<file path="src/inc/pfs_pkg.sv">
/*
  Shared constants and types of the power stage fault supervisor.
  Assumes a single 25 MHz core clock and the plain register port.
*/
package pfs_pkg;
  // ==========================================================
  // Timing
  localparam int unsigned CLK_HZ = 25_000_000;
  localparam int unsigned CHECK_US_PER_UF = 15000;
  // Longest time per step, rounded down: two steps share it
  localparam int unsigned CHECK_STEP_CYC = (CHECK_US_PER_UF * (CLK_HZ / 1_000_000)) / 2;
  localparam int unsigned CHECK_CNT_W = 18;
  localparam int unsigned CAP_W = 4;

  // ==========================================================
  // Register map
  localparam int unsigned ADDR_W = 4;
  localparam int unsigned DATA_W = 32;
  localparam logic [3:0] REG_CTRL = 4'h0;
  localparam logic [3:0] REG_STATUS = 4'h4;
  localparam int unsigned CTRL_MODE_LSB = 0;
  localparam int unsigned CTRL_PKG64_BIT = 2;
  localparam int unsigned CTRL_CAP_LSB = 4;
  localparam logic [31:0] CTRL_RESET = 32'h0000_0014;
  localparam logic [31:0] CTRL_MASK = 32'h0000_00F7;
  localparam int unsigned STAT_STATE_LSB = 0;
  localparam int unsigned STAT_CHECK_DONE_BIT = 7;
  localparam int unsigned STAT_OTE_BIT = 8;
  localparam int unsigned STAT_OVERLOAD_BIT = 9;
  localparam int unsigned STAT_UNDERVOLT_BIT = 10;
  localparam int unsigned STAT_READY_BIT = 11;
  localparam int unsigned STAT_PINS_LSB = 12;
  localparam int unsigned STAT_BOOT_LSB = 20;
  localparam int unsigned STAT_OC_LSB = 24;

  // ==========================================================
  // Types
  typedef enum logic [1:0] {
    LOAD_BRIDGE_TIED = 2'h0,
    LOAD_PARALLEL_BRIDGE = 2'h1,
    LOAD_SINGLE_ENDED = 2'h2
  } pfs_load_t;

  typedef enum logic [6:0] {
    ST_POWER_CLEAR = 7'h01,
    ST_CHECK_GND = 7'h02,
    ST_CHECK_SUPPLY = 7'h04,
    ST_HELD_RESET = 7'h08,
    ST_RUN = 7'h10,
    ST_UNDERVOLT = 7'h20,
    ST_FAULT_LATCH = 7'h40
  } pfs_state_t;

  typedef struct packed {
    logic dev_reset_n;
    logic [3:0] short_gnd;
    logic [3:0] short_supply;
    logic temp_over_100;
    logic temp_over_125;
    logic temp_over_155;
    logic common_supply_low;
    logic [3:0] gate_drive_low;
    logic overload;
    logic [3:0] overcurrent;
    logic [3:0] bootstrap_low;
    logic trim_at_regulator;
    logic [4:0] pins;
  } pfs_async_t;
endpackage

</file>
<file path="src/inc/pfs_sync_if.sv">
/*
  Carrier between the supervisor and its input synchroniser.
  Assumes both ends run on the core clock.
*/
`timescale 1ns/1ps
interface pfs_sync_if;
  pfs_pkg::pfs_async_t raw;
  pfs_pkg::pfs_async_t synced;
  modport sync_side (input raw, output synced);
  modport user_side (output raw, input synced);
endinterface

</file>
<file path="src/verilog/pfs_supervisor.sv">
/*
  Fault supervisor of a four half-bridge power stage: pin short check,
  thermal, undervoltage, reset handling, flags and oscillator mode.
  Assumes comparator and pin inputs are asynchronous; register port on core_clk.
*/
`timescale 1ns/1ps
module pfs_supervisor #(
  parameter int unsigned CHECK_STEP_CYCLES = pfs_pkg::CHECK_STEP_CYC
) (
  input wire logic core_clk,
  input wire logic rst,
  input wire logic [3:0] reg_addr,
  input wire logic [31:0] reg_wdata,
  input wire logic reg_wr,
  input wire logic reg_rd,
  output logic [31:0] reg_rdata,
  input wire logic dev_reset_n,
  input wire logic [3:0] short_to_gnd,
  input wire logic [3:0] short_to_supply,
  input wire logic temp_over_100c,
  input wire logic temp_over_125c,
  input wire logic temp_over_155c,
  input wire logic common_supply_low,
  input wire logic [3:0] gate_drive_low,
  input wire logic overload_detect,
  input wire logic [3:0] overcurrent_detect,
  input wire logic [3:0] bootstrap_low,
  input wire logic trim_at_regulator,
  output logic [3:0] bridge_hiz,
  output logic [3:0] bridge_weak_pd,
  output logic ready,
  output logic shutdown_flag_n_drv,
  output logic shutdown_flag_n_oe_n,
  input wire logic shutdown_flag_n_pin,
  output logic temp_warning_n_drv,
  output logic temp_warning_n_oe_n,
  input wire logic temp_warning_n_pin,
  output logic temp_warn_low_n_drv,
  output logic temp_warn_low_n_oe_n,
  input wire logic temp_warn_low_n_pin,
  output logic temp_warn_high_n_drv,
  output logic temp_warn_high_n_oe_n,
  input wire logic temp_warn_high_n_pin,
  output logic osc_run,
  output logic oscillator_io_drv,
  output logic oscillator_io_oe_n,
  input wire logic oscillator_io_pin
);
  localparam int CNT_W = pfs_pkg::CHECK_CNT_W;
  localparam int CW = pfs_pkg::CAP_W;

  // ==========================================================
  // Input synchronisation
  pfs_sync_if sif ();
  pfs_pkg::pfs_async_t s;

  // One driver for the whole bundle
  assign sif.raw = '{dev_reset_n: dev_reset_n,
                     short_gnd: short_to_gnd,
                     short_supply: short_to_supply,
                     temp_over_100: temp_over_100c,
                     temp_over_125: temp_over_125c,
                     temp_over_155: temp_over_155c,
                     common_supply_low: common_supply_low,
                     gate_drive_low: gate_drive_low,
                     overload: overload_detect,
                     overcurrent: overcurrent_detect,
                     bootstrap_low: bootstrap_low,
                     trim_at_regulator: trim_at_regulator,
                     pins: {oscillator_io_pin, temp_warn_high_n_pin, temp_warn_low_n_pin,
                            temp_warning_n_pin, shutdown_flag_n_pin}};

  pfs_sync u_sync (
    .core_clk(core_clk),
    .rst(rst),
    .bus(sif.sync_side)
  );

  assign s = sif.synced;

  // ==========================================================
  // State and registers
  pfs_pkg::pfs_state_t state_q;
  pfs_pkg::pfs_state_t state_d;
  logic [31:0] ctrl_q;
  logic check_done_q;
  logic thermal_shutdown_fault_q;
  logic overload_fault_q;
  logic [CNT_W-1:0] step_cnt_q;
  logic [CW-1:0] uf_cnt_q;
  logic [31:0] rdata_q;
  logic [3:0] hiz_q;
  logic [3:0] weak_pd_q;
  logic ready_q;
  logic sd_oe_n_q;
  logic warn_oe_n_q;
  logic warn_low_oe_n_q;
  logic warn_high_oe_n_q;
  logic drv_low_q;
  logic osc_run_q;
  logic osc_oe_n_q;
  logic osc_drv_q;

  // ==========================================================
  // Decode
  wire pfs_pkg::pfs_load_t load_mode = pfs_pkg::pfs_load_t'(ctrl_q[pfs_pkg::CTRL_MODE_LSB +: 2]);
  wire pkg64 = ctrl_q[pfs_pkg::CTRL_PKG64_BIT];
  wire [CW-1:0] cap_raw = ctrl_q[pfs_pkg::CTRL_CAP_LSB +: CW];
  wire [CW-1:0] cap_last = (cap_raw == '0) ? '0 : cap_raw - CW'(1);
  wire single_ended = (load_mode == pfs_pkg::LOAD_SINGLE_ENDED);
  wire supply_undervoltage = s.common_supply_low | (|s.gate_drive_low);
  wire in_check = (state_q == pfs_pkg::ST_CHECK_GND) || (state_q == pfs_pkg::ST_CHECK_SUPPLY);
  // Ground step looks only at ground shorts, supply step only at supply shorts
  wire short_now = (state_q == pfs_pkg::ST_CHECK_GND) ? (|s.short_gnd) :
                   (|s.short_supply);
  wire step_last = (step_cnt_q == CNT_W'(CHECK_STEP_CYCLES - 1));
  wire step_done = in_check && !short_now && step_last && (uf_cnt_q == cap_last);
  wire check_needed = !check_done_q && !single_ended;
  wire fault_latched = thermal_shutdown_fault_q | overload_fault_q;
  wire latch_window = (state_q == pfs_pkg::ST_RUN) || (state_q == pfs_pkg::ST_UNDERVOLT) ||
                      (state_q == pfs_pkg::ST_FAULT_LATCH);
  wire in_run = (state_q == pfs_pkg::ST_RUN);
  wire in_held = (state_q == pfs_pkg::ST_HELD_RESET);
  wire start_state_is_run = s.dev_reset_n;

  // ==========================================================
  // Fault state machine
  always_comb begin
    state_d = state_q;
    case (state_q)
      pfs_pkg::ST_POWER_CLEAR: begin
        if (!supply_undervoltage) begin
          if (check_needed) begin
            state_d = pfs_pkg::ST_CHECK_GND;
          end else if (start_state_is_run) begin
            state_d = pfs_pkg::ST_RUN;
          end else begin
            state_d = pfs_pkg::ST_HELD_RESET;
          end
        end
      end
      // Reset pin looked at only when the supply step ends, to pick run or held reset
      pfs_pkg::ST_CHECK_GND: begin
        if (supply_undervoltage) begin
          state_d = pfs_pkg::ST_POWER_CLEAR;
        end else if (step_done) begin
          state_d = pfs_pkg::ST_CHECK_SUPPLY;
        end
      end
      pfs_pkg::ST_CHECK_SUPPLY: begin
        if (supply_undervoltage) begin
          state_d = pfs_pkg::ST_POWER_CLEAR;
        end else if (step_done) begin
          state_d = start_state_is_run ? pfs_pkg::ST_RUN : pfs_pkg::ST_HELD_RESET;
        end
      end
      pfs_pkg::ST_HELD_RESET: begin
        if (s.dev_reset_n) begin
          state_d = pfs_pkg::ST_RUN;
        end
      end
      pfs_pkg::ST_RUN: begin
        if (!s.dev_reset_n) begin
          state_d = pfs_pkg::ST_HELD_RESET;
        end else if (supply_undervoltage) begin
          state_d = pfs_pkg::ST_UNDERVOLT;
        end else if (fault_latched) begin
          state_d = pfs_pkg::ST_FAULT_LATCH;
        end
      end
      pfs_pkg::ST_UNDERVOLT: begin
        if (!s.dev_reset_n) begin
          state_d = pfs_pkg::ST_HELD_RESET;
        end else if (!supply_undervoltage) begin
          state_d = pfs_pkg::ST_RUN;
        end
      end
      pfs_pkg::ST_FAULT_LATCH: begin
        if (!s.dev_reset_n) begin
          state_d = pfs_pkg::ST_HELD_RESET;
        end
      end
      default: begin
        state_d = pfs_pkg::ST_POWER_CLEAR;
      end
    endcase
  end

  always_ff @(posedge core_clk) begin
    if (rst) begin
      state_q <= pfs_pkg::ST_POWER_CLEAR;
    end else begin
      state_q <= state_d;
    end
  end

  // ==========================================================
  // Short check timing
  // A short seen in a step restarts it, so the bridges stay off until clear
  always_ff @(posedge core_clk) begin
    if (rst || !in_check || short_now || step_done) begin
      step_cnt_q <= '0;
      uf_cnt_q <= '0;
    end else if (step_last) begin
      step_cnt_q <= '0;
      uf_cnt_q <= uf_cnt_q + CW'(1);
    end else begin
      step_cnt_q <= step_cnt_q + CNT_W'(1);
    end
  end

  // Only the power-on clear rewinds this, never the reset pin
  always_ff @(posedge core_clk) begin
    if (rst) begin
      check_done_q <= 1'b0;
    end else if ((state_q == pfs_pkg::ST_CHECK_SUPPLY && step_done) ||
                 (state_q == pfs_pkg::ST_POWER_CLEAR && single_ended)) begin
      check_done_q <= 1'b1;
    end
  end

  // ==========================================================
  // Fault latches
  // No set in the held-reset state, so its clear always takes effect
  always_ff @(posedge core_clk) begin
    if (rst) begin
      thermal_shutdown_fault_q <= 1'b0;
      overload_fault_q <= 1'b0;
    end else begin
      if (latch_window && s.temp_over_155) begin
        thermal_shutdown_fault_q <= 1'b1;
      end else if (in_held) begin
        thermal_shutdown_fault_q <= 1'b0;
      end
      if (latch_window && s.overload) begin
        overload_fault_q <= 1'b1;
      end else if (in_held || state_q == pfs_pkg::ST_POWER_CLEAR) begin
        overload_fault_q <= 1'b0;
      end
    end
  end

  // ==========================================================
  // Output stage, all from flops
  wire [3:0] hiz_d = in_run ? s.bootstrap_low : 4'hF;
  wire [3:0] weak_pd_d = (in_held && !single_ended) ? 4'hF : 4'h0;
  wire sd_low_d = !in_held && !in_run;
  wire ready_d = in_run && !(|s.overcurrent);

  always_ff @(posedge core_clk) begin
    if (rst) begin
      hiz_q <= 4'hF;
      weak_pd_q <= 4'h0;
      ready_q <= 1'b0;
      sd_oe_n_q <= 1'b0;
      warn_oe_n_q <= 1'b1;
      warn_low_oe_n_q <= 1'b1;
      warn_high_oe_n_q <= 1'b1;
      drv_low_q <= 1'b0;
      osc_run_q <= 1'b0;
      osc_oe_n_q <= 1'b1;
      osc_drv_q <= 1'b0;
    end else begin
      hiz_q <= hiz_d;
      weak_pd_q <= weak_pd_d;
      ready_q <= ready_d;
      sd_oe_n_q <= !sd_low_d;
      warn_low_oe_n_q <= !(pkg64 && s.temp_over_100);
      warn_high_oe_n_q <= !(pkg64 && s.temp_over_125);
      warn_oe_n_q <= !(!pkg64 && s.temp_over_125);
      drv_low_q <= 1'b0;
      osc_run_q <= !s.trim_at_regulator;
      osc_oe_n_q <= s.trim_at_regulator;
      osc_drv_q <= s.trim_at_regulator ? 1'b0 : !osc_drv_q;
    end
  end

  assign bridge_hiz = hiz_q;
  assign bridge_weak_pd = weak_pd_q;
  assign ready = ready_q;
  assign shutdown_flag_n_drv = drv_low_q;
  assign shutdown_flag_n_oe_n = sd_oe_n_q;
  assign temp_warning_n_drv = drv_low_q;
  assign temp_warning_n_oe_n = warn_oe_n_q;
  assign temp_warn_low_n_drv = drv_low_q;
  assign temp_warn_low_n_oe_n = warn_low_oe_n_q;
  assign temp_warn_high_n_drv = drv_low_q;
  assign temp_warn_high_n_oe_n = warn_high_oe_n_q;
  assign osc_run = osc_run_q;
  assign oscillator_io_drv = osc_drv_q;
  assign oscillator_io_oe_n = osc_oe_n_q;

  // ==========================================================
  // Register port
  logic [31:0] status_w;
  always_comb begin
    status_w = '0;
    status_w[pfs_pkg::STAT_STATE_LSB +: 7] = state_q;
    status_w[pfs_pkg::STAT_CHECK_DONE_BIT] = check_done_q;
    status_w[pfs_pkg::STAT_OTE_BIT] = thermal_shutdown_fault_q;
    status_w[pfs_pkg::STAT_OVERLOAD_BIT] = overload_fault_q;
    status_w[pfs_pkg::STAT_UNDERVOLT_BIT] = supply_undervoltage;
    status_w[pfs_pkg::STAT_READY_BIT] = ready_q;
    status_w[pfs_pkg::STAT_PINS_LSB +: 5] = s.pins;
    status_w[pfs_pkg::STAT_BOOT_LSB +: 4] = s.bootstrap_low;
    status_w[pfs_pkg::STAT_OC_LSB +: 4] = s.overcurrent;
  end

  wire sel_ctrl = (reg_addr == pfs_pkg::REG_CTRL);
  wire sel_status = (reg_addr == pfs_pkg::REG_STATUS);
  wire [31:0] rd_mux = sel_ctrl ? ctrl_q : (sel_status ? status_w : 32'h0000_0000);

  always_ff @(posedge core_clk) begin
    if (rst) begin
      ctrl_q <= pfs_pkg::CTRL_RESET;
      rdata_q <= '0;
    end else begin
      if (reg_wr && sel_ctrl) begin
        ctrl_q <= reg_wdata & pfs_pkg::CTRL_MASK;
      end
      rdata_q <= reg_rd ? rd_mux : 32'h0000_0000;
    end
  end

  assign reg_rdata = rdata_q;
endmodule

</file>
<file path="src/verilog/pfs_sync.sv">
/*
  Two-stage synchroniser for every comparator and pin input.
  Assumes inputs are asynchronous to core_clk.
*/
`timescale 1ns/1ps
module pfs_sync (
  input wire logic core_clk,
  input wire logic rst,
  pfs_sync_if.sync_side bus
);
  // ==========================================================
  // Stages
  pfs_pkg::pfs_async_t meta_q;
  pfs_pkg::pfs_async_t sync_q;

  // First stage feeds only the second
  always_ff @(posedge core_clk) begin
    if (rst) begin
      meta_q <= '0;
      sync_q <= '0;
    end else begin
      meta_q <= bus.raw;
      sync_q <= meta_q;
    end
  end

  assign bus.synced = sync_q;
endmodule
</file>
<file path="config.mk">
export PLATFORM = sky130hd
export DESIGN_NAME = pfs_supervisor
export DESIGN_NICKNAME = d
export VERILOG_FILES = /design/src/inc/pfs_pkg.sv /design/src/inc/pfs_sync_if.sv /design/src/verilog/pfs_supervisor.sv /design/src/verilog/pfs_sync.sv
export SDC_FILE = /design/constraint.sdc
export NUM_CORES = 1
export LEC_CHECK = 0
export ABC_CLOCK_PERIOD_IN_PS = 2900
export BUFFER_PORTS_ARGS = -buffer_cell sky130_fd_sc_hd__buf_2
export CORE_MARGIN = 3
export CORE_UTILIZATION = 45
export DETAILED_ROUTE_END_ITERATION = 7
export GPL_TIMING_DRIVEN = 0
export PLACE_DENSITY = 0.8
export SYNTH_ARGS = -nofsm -noshare
export SYNTH_HDL_FRONTEND = slang
export SYNTH_HIERARCHICAL = 1
export SYNTH_SLANG_ARGS = --single-unit
</file>
<file path="constraint.sdc">
create_clock -name core_clk -period 2.9 [get_ports core_clk]
set_clock_uncertainty 0.2 [all_clocks]
set_input_delay 0.58 -clock core_clk [delete_from_list [all_inputs] [get_ports core_clk]]
set_output_delay 0.58 -clock core_clk [all_outputs]
set_load 0.05 [all_outputs]
</file>
==> impl_metrics.tcl, run 1 <==
set metrics [dict create \
    holdPathStages 2 \
    avgSynthCellArea_um2 10.8 \
    pwr-share-clk 0.487 \
    crit_type "flip-flop to flip-flop" \
    synthAdderAreaFrac 0.00484 \
    reg2regPathDepth 9 \
    initial_core_util 0.468 \
    hp-class "input port to flip-flop" \
    drc 0 \
    intPower_mw 3.53 \
    final.period_utilization 0.898 \
    num_rows 38 \
    start_kind "flip-flop" \
    synthTopCellsByArea "dfxtp_1 55%, nor2b_2 10%, nor2_1 3.6%" \
    first_iter_violations 192 \
    grt-ovfl-total 0 \
    wl_mm 10.0 \
    final_nets 669 \
    dr_total_vias 3597 \
    grt_antenna_before_repair 0 \
    dr.pass1.iters 5 \
    power.share.sequential 0.447 \
    fmax_mhz 384 \
    postCtsHoldBufs 0 \
    slowest_delay_ns 0.44 \
    crit_start "state_q[4]" \
    syn_inst 480 \
    ys_seq_elements 141 \
    status "finished, final reports clean" \
    synth_top_cell_by_area "dfxtp_1" \
    clock-root-buffer "clkbuf_16" \
    critPathMostFrequentCell "buf_2" \
    post_drt_wl_per_cell_um 13.4 \
    rr_startpoint "state_q[4]" \
    drv_slew 0 \
    min-delay-start "overcurrent_detect[3]" \
    fp.coreArea_mm2 0.0110 \
    pwr-share-comb 0.066 \
    hold_viol_final 0 \
    crit_chain "clkbuf_1 -> nor3_2 -> nand4b_1 -> o21ai_1 -> nand2_1 -> or2_1 -> buf_2 -> buf_2 -> nor2_1" \
    layout-drive-gt1-share 0.349 \
    synth_top_family_by_area "simple AND/OR/NAND/NOR gates" \
    hold_path_end "u_sync/meta_q[13]" \
    cap_violations 0 \
    ant_nets 0 \
    place.gp.congestion 0.894 \
    ir_worst_vdd_uv 417 \
    netlist_area_mm2 0.00517 \
    synth-compound-area-share 0.0487 \
    antenna_cells 0 \
    clock_latency_ns 0.41 \
    via_per_inst 4.81 \
    worst_slew_pin_slew_ns 0.556 \
    hpwl_mm 7.22 \
    numPortBuffers 86 \
    power_leakage_nw 2.78 \
    clock_path_buffers 2 \
    area_delta_synth_final_pct 24.4 \
    cts_resized 0 \
    die_h_um 113 \
    synth_top_area_share 0.546 \
    r2r-end "step_cnt_q[10]" \
    slew_headroom 0.629 \
    io-pin-count 124 \
    grt_max_degree 17 \
    fin_crit_ns 2.60 \
    track_usage 0.163 \
    netlist_top_cells_count "141 x dfxtp_1, 60 x nor2b_2, 50 x nor2_1, 20 x nand2_1, 19 x and2_1" \
    synth_xor_area_frac 0.0373 \
    cts_tree "built" \
    grt_pass1_vias 3572 \
    crit_path_end_kind "flip-flop" \
    slowest_stage "o21ai_1" \
    cts_setup_buffers 0 \
    synth-async-reset-ratio 0 \
    grt_pass1_wl_mm 16.6 \
    synth_cell_types 56 \
    p_sw_frac 0.220 \
    critPathArrivalTime_ns 2.73 \
    die-area_mm2 0.0128 \
    synthSimpleGateAreaFrac 0.281 \
    setup_viol 0 \
    rrSetupSlack_ns 0.30 \
    power.switching_mw 0.996 \
    worst-path-max-fanout 10 \
    synth_edf_count 0 \
    power_density_mw_per_mm2 704 \
    yosys_warnings 6 \
    yosys-mux-area-fraction 0.0329 \
    synth_most_common_cell "dfxtp_1" \
    ys_seq_area_frac 0.546 \
    post-route-util 0.583 \
    clock-sinks 141 \
    die_w_um 113 \
    cts_buffers 17 \
    clkTransAtPathRegs_ns 0.06 \
    final.setup.tns_ns 0 \
    h-tree-depth 4 \
    rsz0062_at_grt "false" \
    synth-main-ff-cell "dfxtp_1" \
    cp.required_ns 3.02 \
]
==> state kept, by name, summed over array words and instances, names as in the netlist, 4 cells and up <==
name and count:
u_sync/meta_q 32, ctrl_q 7, u_sync/bus.synced 32, uf_cnt_q 4, step_cnt_q 18, state_q 7
reg_rdata 25, bridge_hiz 4
==> critical path, delay by kind of cell, from the launching register on <==
family                 cells  cell delay (ns)
buffers and inverters      3             0.57
AOI/OAI and AO/OA          1             0.44
DFF                        1             0.29
and+or+nand+nor            5             1.02
==> final cells by class <==
class	count	area (µm²)
sequential	141	2820
fill	939	4600
clock inverter	12	160
inverter	6	22.5
multi-input combinational	313	2130
clock buffer	20	457
buffer	30	228
timing repair buffer	86	430
tap	140	175
==> kinds of logic (layout without fill, tap and decap cells) <==
kind of cell / count (synthesis) / count (layout)
other cells: 1 / 11
compound gates: 35 / 35
flops: 141 / 141
simple gates: 226 / 226
xor+xnor: 22 / 22
buf+inv: 36 / 154
mux: 17 / 17
fa+ha+maj: 2 / 2
==> metal layers <==
layer  up-vias  global-route usage  wire length, µm
met5         -                   0                0
met4         0              0.0665              191
met3        19              0.0529              509
met2       108               0.276             5080
met1      1669               0.192             4220
li1       1801                   -                -
==> stage by stage <==
stage	worst slack, ns	power (mW)	instance area [µm²]	std cells	hold WS (ns)
3_5_place_dp	0.304	2.36	5810	716	0.184
4_1_cts	0.271	4.57	6430	748	0.160
5_1_grt	0.0514	4.69	6430	748	0.167
3_3_place_gp	0.341	2.36	5810	716	0.176
6_report	0.296	4.53	6430	748	0.181
2_1_floorplan	0.569	2.29	5200	490	0.167
==> cell usage in the layout (no fill, tap or decap), types with 3 or more instances in the layout <==
cell	n
clkbuf_1	8
a211o_1	3
a21oi_1	9
nand3b_1	3
buf_6	5
bufinv_16	3
nand3_1	17
nor3_1	11
or3_1	5
nor2_1	50
buf_2	88
or4_1	4
xnor2_1	8
dfxtp_1	141
inv_1	6
nand2_1	20
and3b_1	3
buf_4	14
and2_1	19
clkinv_4	4
conb_1	11
o21ai_0	8
nor2b_1	10
mux2i_1	17
xor2_1	14
clkbuf_16	17
nor2b_2	60
==> power groups by stage <==
stage / Sequential, mW / Clock (mW) / Combinational [mW]
global placement: 2.06 / 0 / 0.293
finish: 2.02 / 2.20 / 0.301
CTS: 2.02 / 2.24 / 0.301
floorplan: 2.07 / 0 / 0.213
detailed placement: 2.07 / 0 / 0.298
global route: 2.03 / 2.33 / 0.326
==> worst max-delay path by stage <==
stage | end
final | step_cnt_q[10]
after global routing | step_cnt_q[10]
after CTS | step_cnt_q[10]
after detailed placement | step_cnt_q[10]
after global placement | reg_rdata[27]
after floorplan | state_q[2]
Power figures use the tool's default switching activity.
==> run 2, diff against run 1 <==
- BUFFER_PORTS_ARGS: -buffer_cell sky130_fd_sc_hd__buf_2 -> default
- DONT_BUFFER_PORTS: default -> 1
- PLACE_DENSITY: 0.8 -> 0.71
- REMOVE_ABC_BUFFERS: default -> 1
==> run 2 against run 1 <==
Compared with the run above:
- non-clock buffer count fell by 116
- final cell count fell by 16%
- first-iteration DRC count fell by 0.52%
- largest cell class unchanged
- cell area fell by 11%
- die area did not move
- highest routed layer unchanged
- combinational power fell by 36%
- total power fell by 4.0%
- critical path depth fell by 2
- maximum frequency rose by 2.5%
- sequential share of layout area rose by 5.2 points
- count of clock-buffer cells in the layout rose by 2
- via count fell by 13%
==> impl_metrics.tcl, run 2 (synthesis results as in run 1) <==
set metrics [dict create \
    r2r-end "state_q[2]" \
    p_sw_frac 0.210 \
    post-route-util 0.521 \
    min-delay-start "rst" \
    clock-root-buffer "clkbuf_16" \
    final.fill_count 993 \
    grt_max_degree 88 \
    final_cell_mix "140 x dfxtp_1, 60 x nor2b_2, 50 x nor2_1" \
    crit_path_end_kind "flip-flop" \
    die_w_um 113 \
    worst-path-max-fanout 7 \
    slew_headroom 0.328 \
    via_per_inst 4.96 \
    grt_antenna_before_repair 0 \
    critPathArrivalTime_ns 2.68 \
    cts_buffers 17 \
    final_nets 553 \
    placed_cells 600 \
    grt-ovfl-total 0 \
    num_rows 38 \
    cap_violations 0 \
    dr.pass1.iters 4 \
    post_drt_wl_per_cell_um 13.6 \
    numPortBuffers 0 \
    cp.required_ns 3.04 \
    intPower_mw 3.43 \
    worst_slew_pin_slew_ns 1.01 \
    rr_startpoint "step_cnt_q[0]" \
    layout-drive-gt1-share 0.212 \
    power_density_mw_per_mm2 756 \
    power.switching_mw 0.913 \
    setup_viol 0 \
    final.setup.tns_ns 0 \
    hpwl_mm 5.78 \
    drv_slew 0 \
    first_iter_violations 191 \
    clock-sinks 141 \
    power_leakage_nw 2.25 \
    track_usage 0.146 \
    die-area_mm2 0.0128 \
    h-tree-depth 4 \
    clock_latency_ns 0.40 \
    clkTransAtPathRegs_ns 0.06 \
    io-pin-count 124 \
    cts_tree "built" \
    ir_worst_vdd_uv 568 \
    final_common_cell "dfxtp_1" \
    hold_viol_final 0 \
    wl_mm 8.61 \
    ant_nets 0 \
    pwr-share-clk 0.486 \
    pwr-share-comb 0.044 \
    drc 0 \
    area_delta_synth_final_pct 11.2 \
    clock_path_buffers 2 \
    reg2regPathDepth 7 \
    rrSetupSlack_ns 0.36 \
    rsz0062_at_grt "false" \
    fin_crit_ns 2.54 \
    grt_pass1_vias 3091 \
    fmax_mhz 394 \
    crit_start "step_cnt_q[0]" \
    cts_setup_buffers 0 \
    hold_slack_ns 0.0380 \
    die_h_um 113 \
    place.gp.congestion 0.861 \
    start_kind "flip-flop" \
    crit_end "state_q[2]" \
    status "finished, final reports clean" \
    power.share.sequential 0.470 \
    antenna_cells 0 \
    fp.coreArea_mm2 0.0110 \
    final.period_utilization 0.876 \
    initial_core_util 0.468 \
    grt_pass1_wl_mm 14.8 \
    dr_total_vias 3128 \
    layout.cells.non_filler 631 \
    crit_type "flip-flop to flip-flop" \
    hp-class "input port to flip-flop" \
]
-- run 2: cell types whose count changed in the layout (fill, tap and decap cells not counted), moves of 2 or more --
cell,previous run,this run
buf_2,88,0
buf_8,2,0
buf_4,14,0
clkbuf_1,8,1
clkinv_4,4,1
buf_6,5,0
clkinvlp_4,1,3
clkbuf_8,2,4
-- run 2: layout make-up --
cell class	count	area, µm²	share of cell area
Sequential cell	141	2820	0.491
Multi-Input combinational cell	313	2130	0.371
Clock buffer	22	484	0.0843
Tap cell	140	175	0.0305
Clock inverter	9	110	0.0192
Inverter	6	22.5	0.00392
-- run 2: routing by layer --
metal  up-vias  track usage  part of all wire
met5         -            0                 0
met4         0       0.0561             0.017
met3        11       0.0551             0.052
met2        77        0.234              0.49
met1      1477        0.178              0.44
li1       1563            -                 -
-- run 2: worst min path at each step --
stage | end | cells after the start
after floorplan | temp_warn_low_n_oe_n | 1
after global placement | temp_warn_low_n_oe_n | 1
after detailed placement | temp_warn_low_n_oe_n | 1
after CTS | u_sync/meta_q[13] | 1
after global routing | u_sync/meta_q[13] | 1
final | u_sync/meta_q[12] | 1
-- run 2: power by group through the flow --
stage               Combinational [mW]  Clock [mW]  Sequential (mW)
global route                     0.211        2.25             2.05
global placement                 0.188           0             2.08
detailed placement               0.191           0             2.08
CTS                              0.193        2.15             2.04
finish                           0.192        2.11             2.04
floorplan                        0.167           0             2.08
-- run 2: worst max-delay path, stage by stage (launching register included) --
cell	delay [ns]
dfxtp_1	0.36
ha_1	0.25
nor4b_2	0.23
nand3_1	0.15
nor4_4	0.55
o2111ai_4	0.23
or4_4	0.45
o21ai_2	0.06
-- run 2: timing repair --
action	4_1_cts	5_1_grt
hold buffers	0	0
resized for setup	0	1
endpoints found under the setup margin	0	4
-- run 2: stage by stage --
| stage | power, mW | worst slack, ns | instance area (µm²) |
|---|---|---|---|
| 2_1_floorplan | 2.24 | 0.567 | 4980 |
| 3_3_place_gp | 2.27 | 0.178 | 5150 |
| 3_5_place_dp | 2.27 | 0.152 | 5150 |
| 4_1_cts | 4.39 | 0.262 | 5750 |
| 5_1_grt | 4.51 | 0.0952 | 5750 |
| 6_report | 4.34 | 0.360 | 5750 |
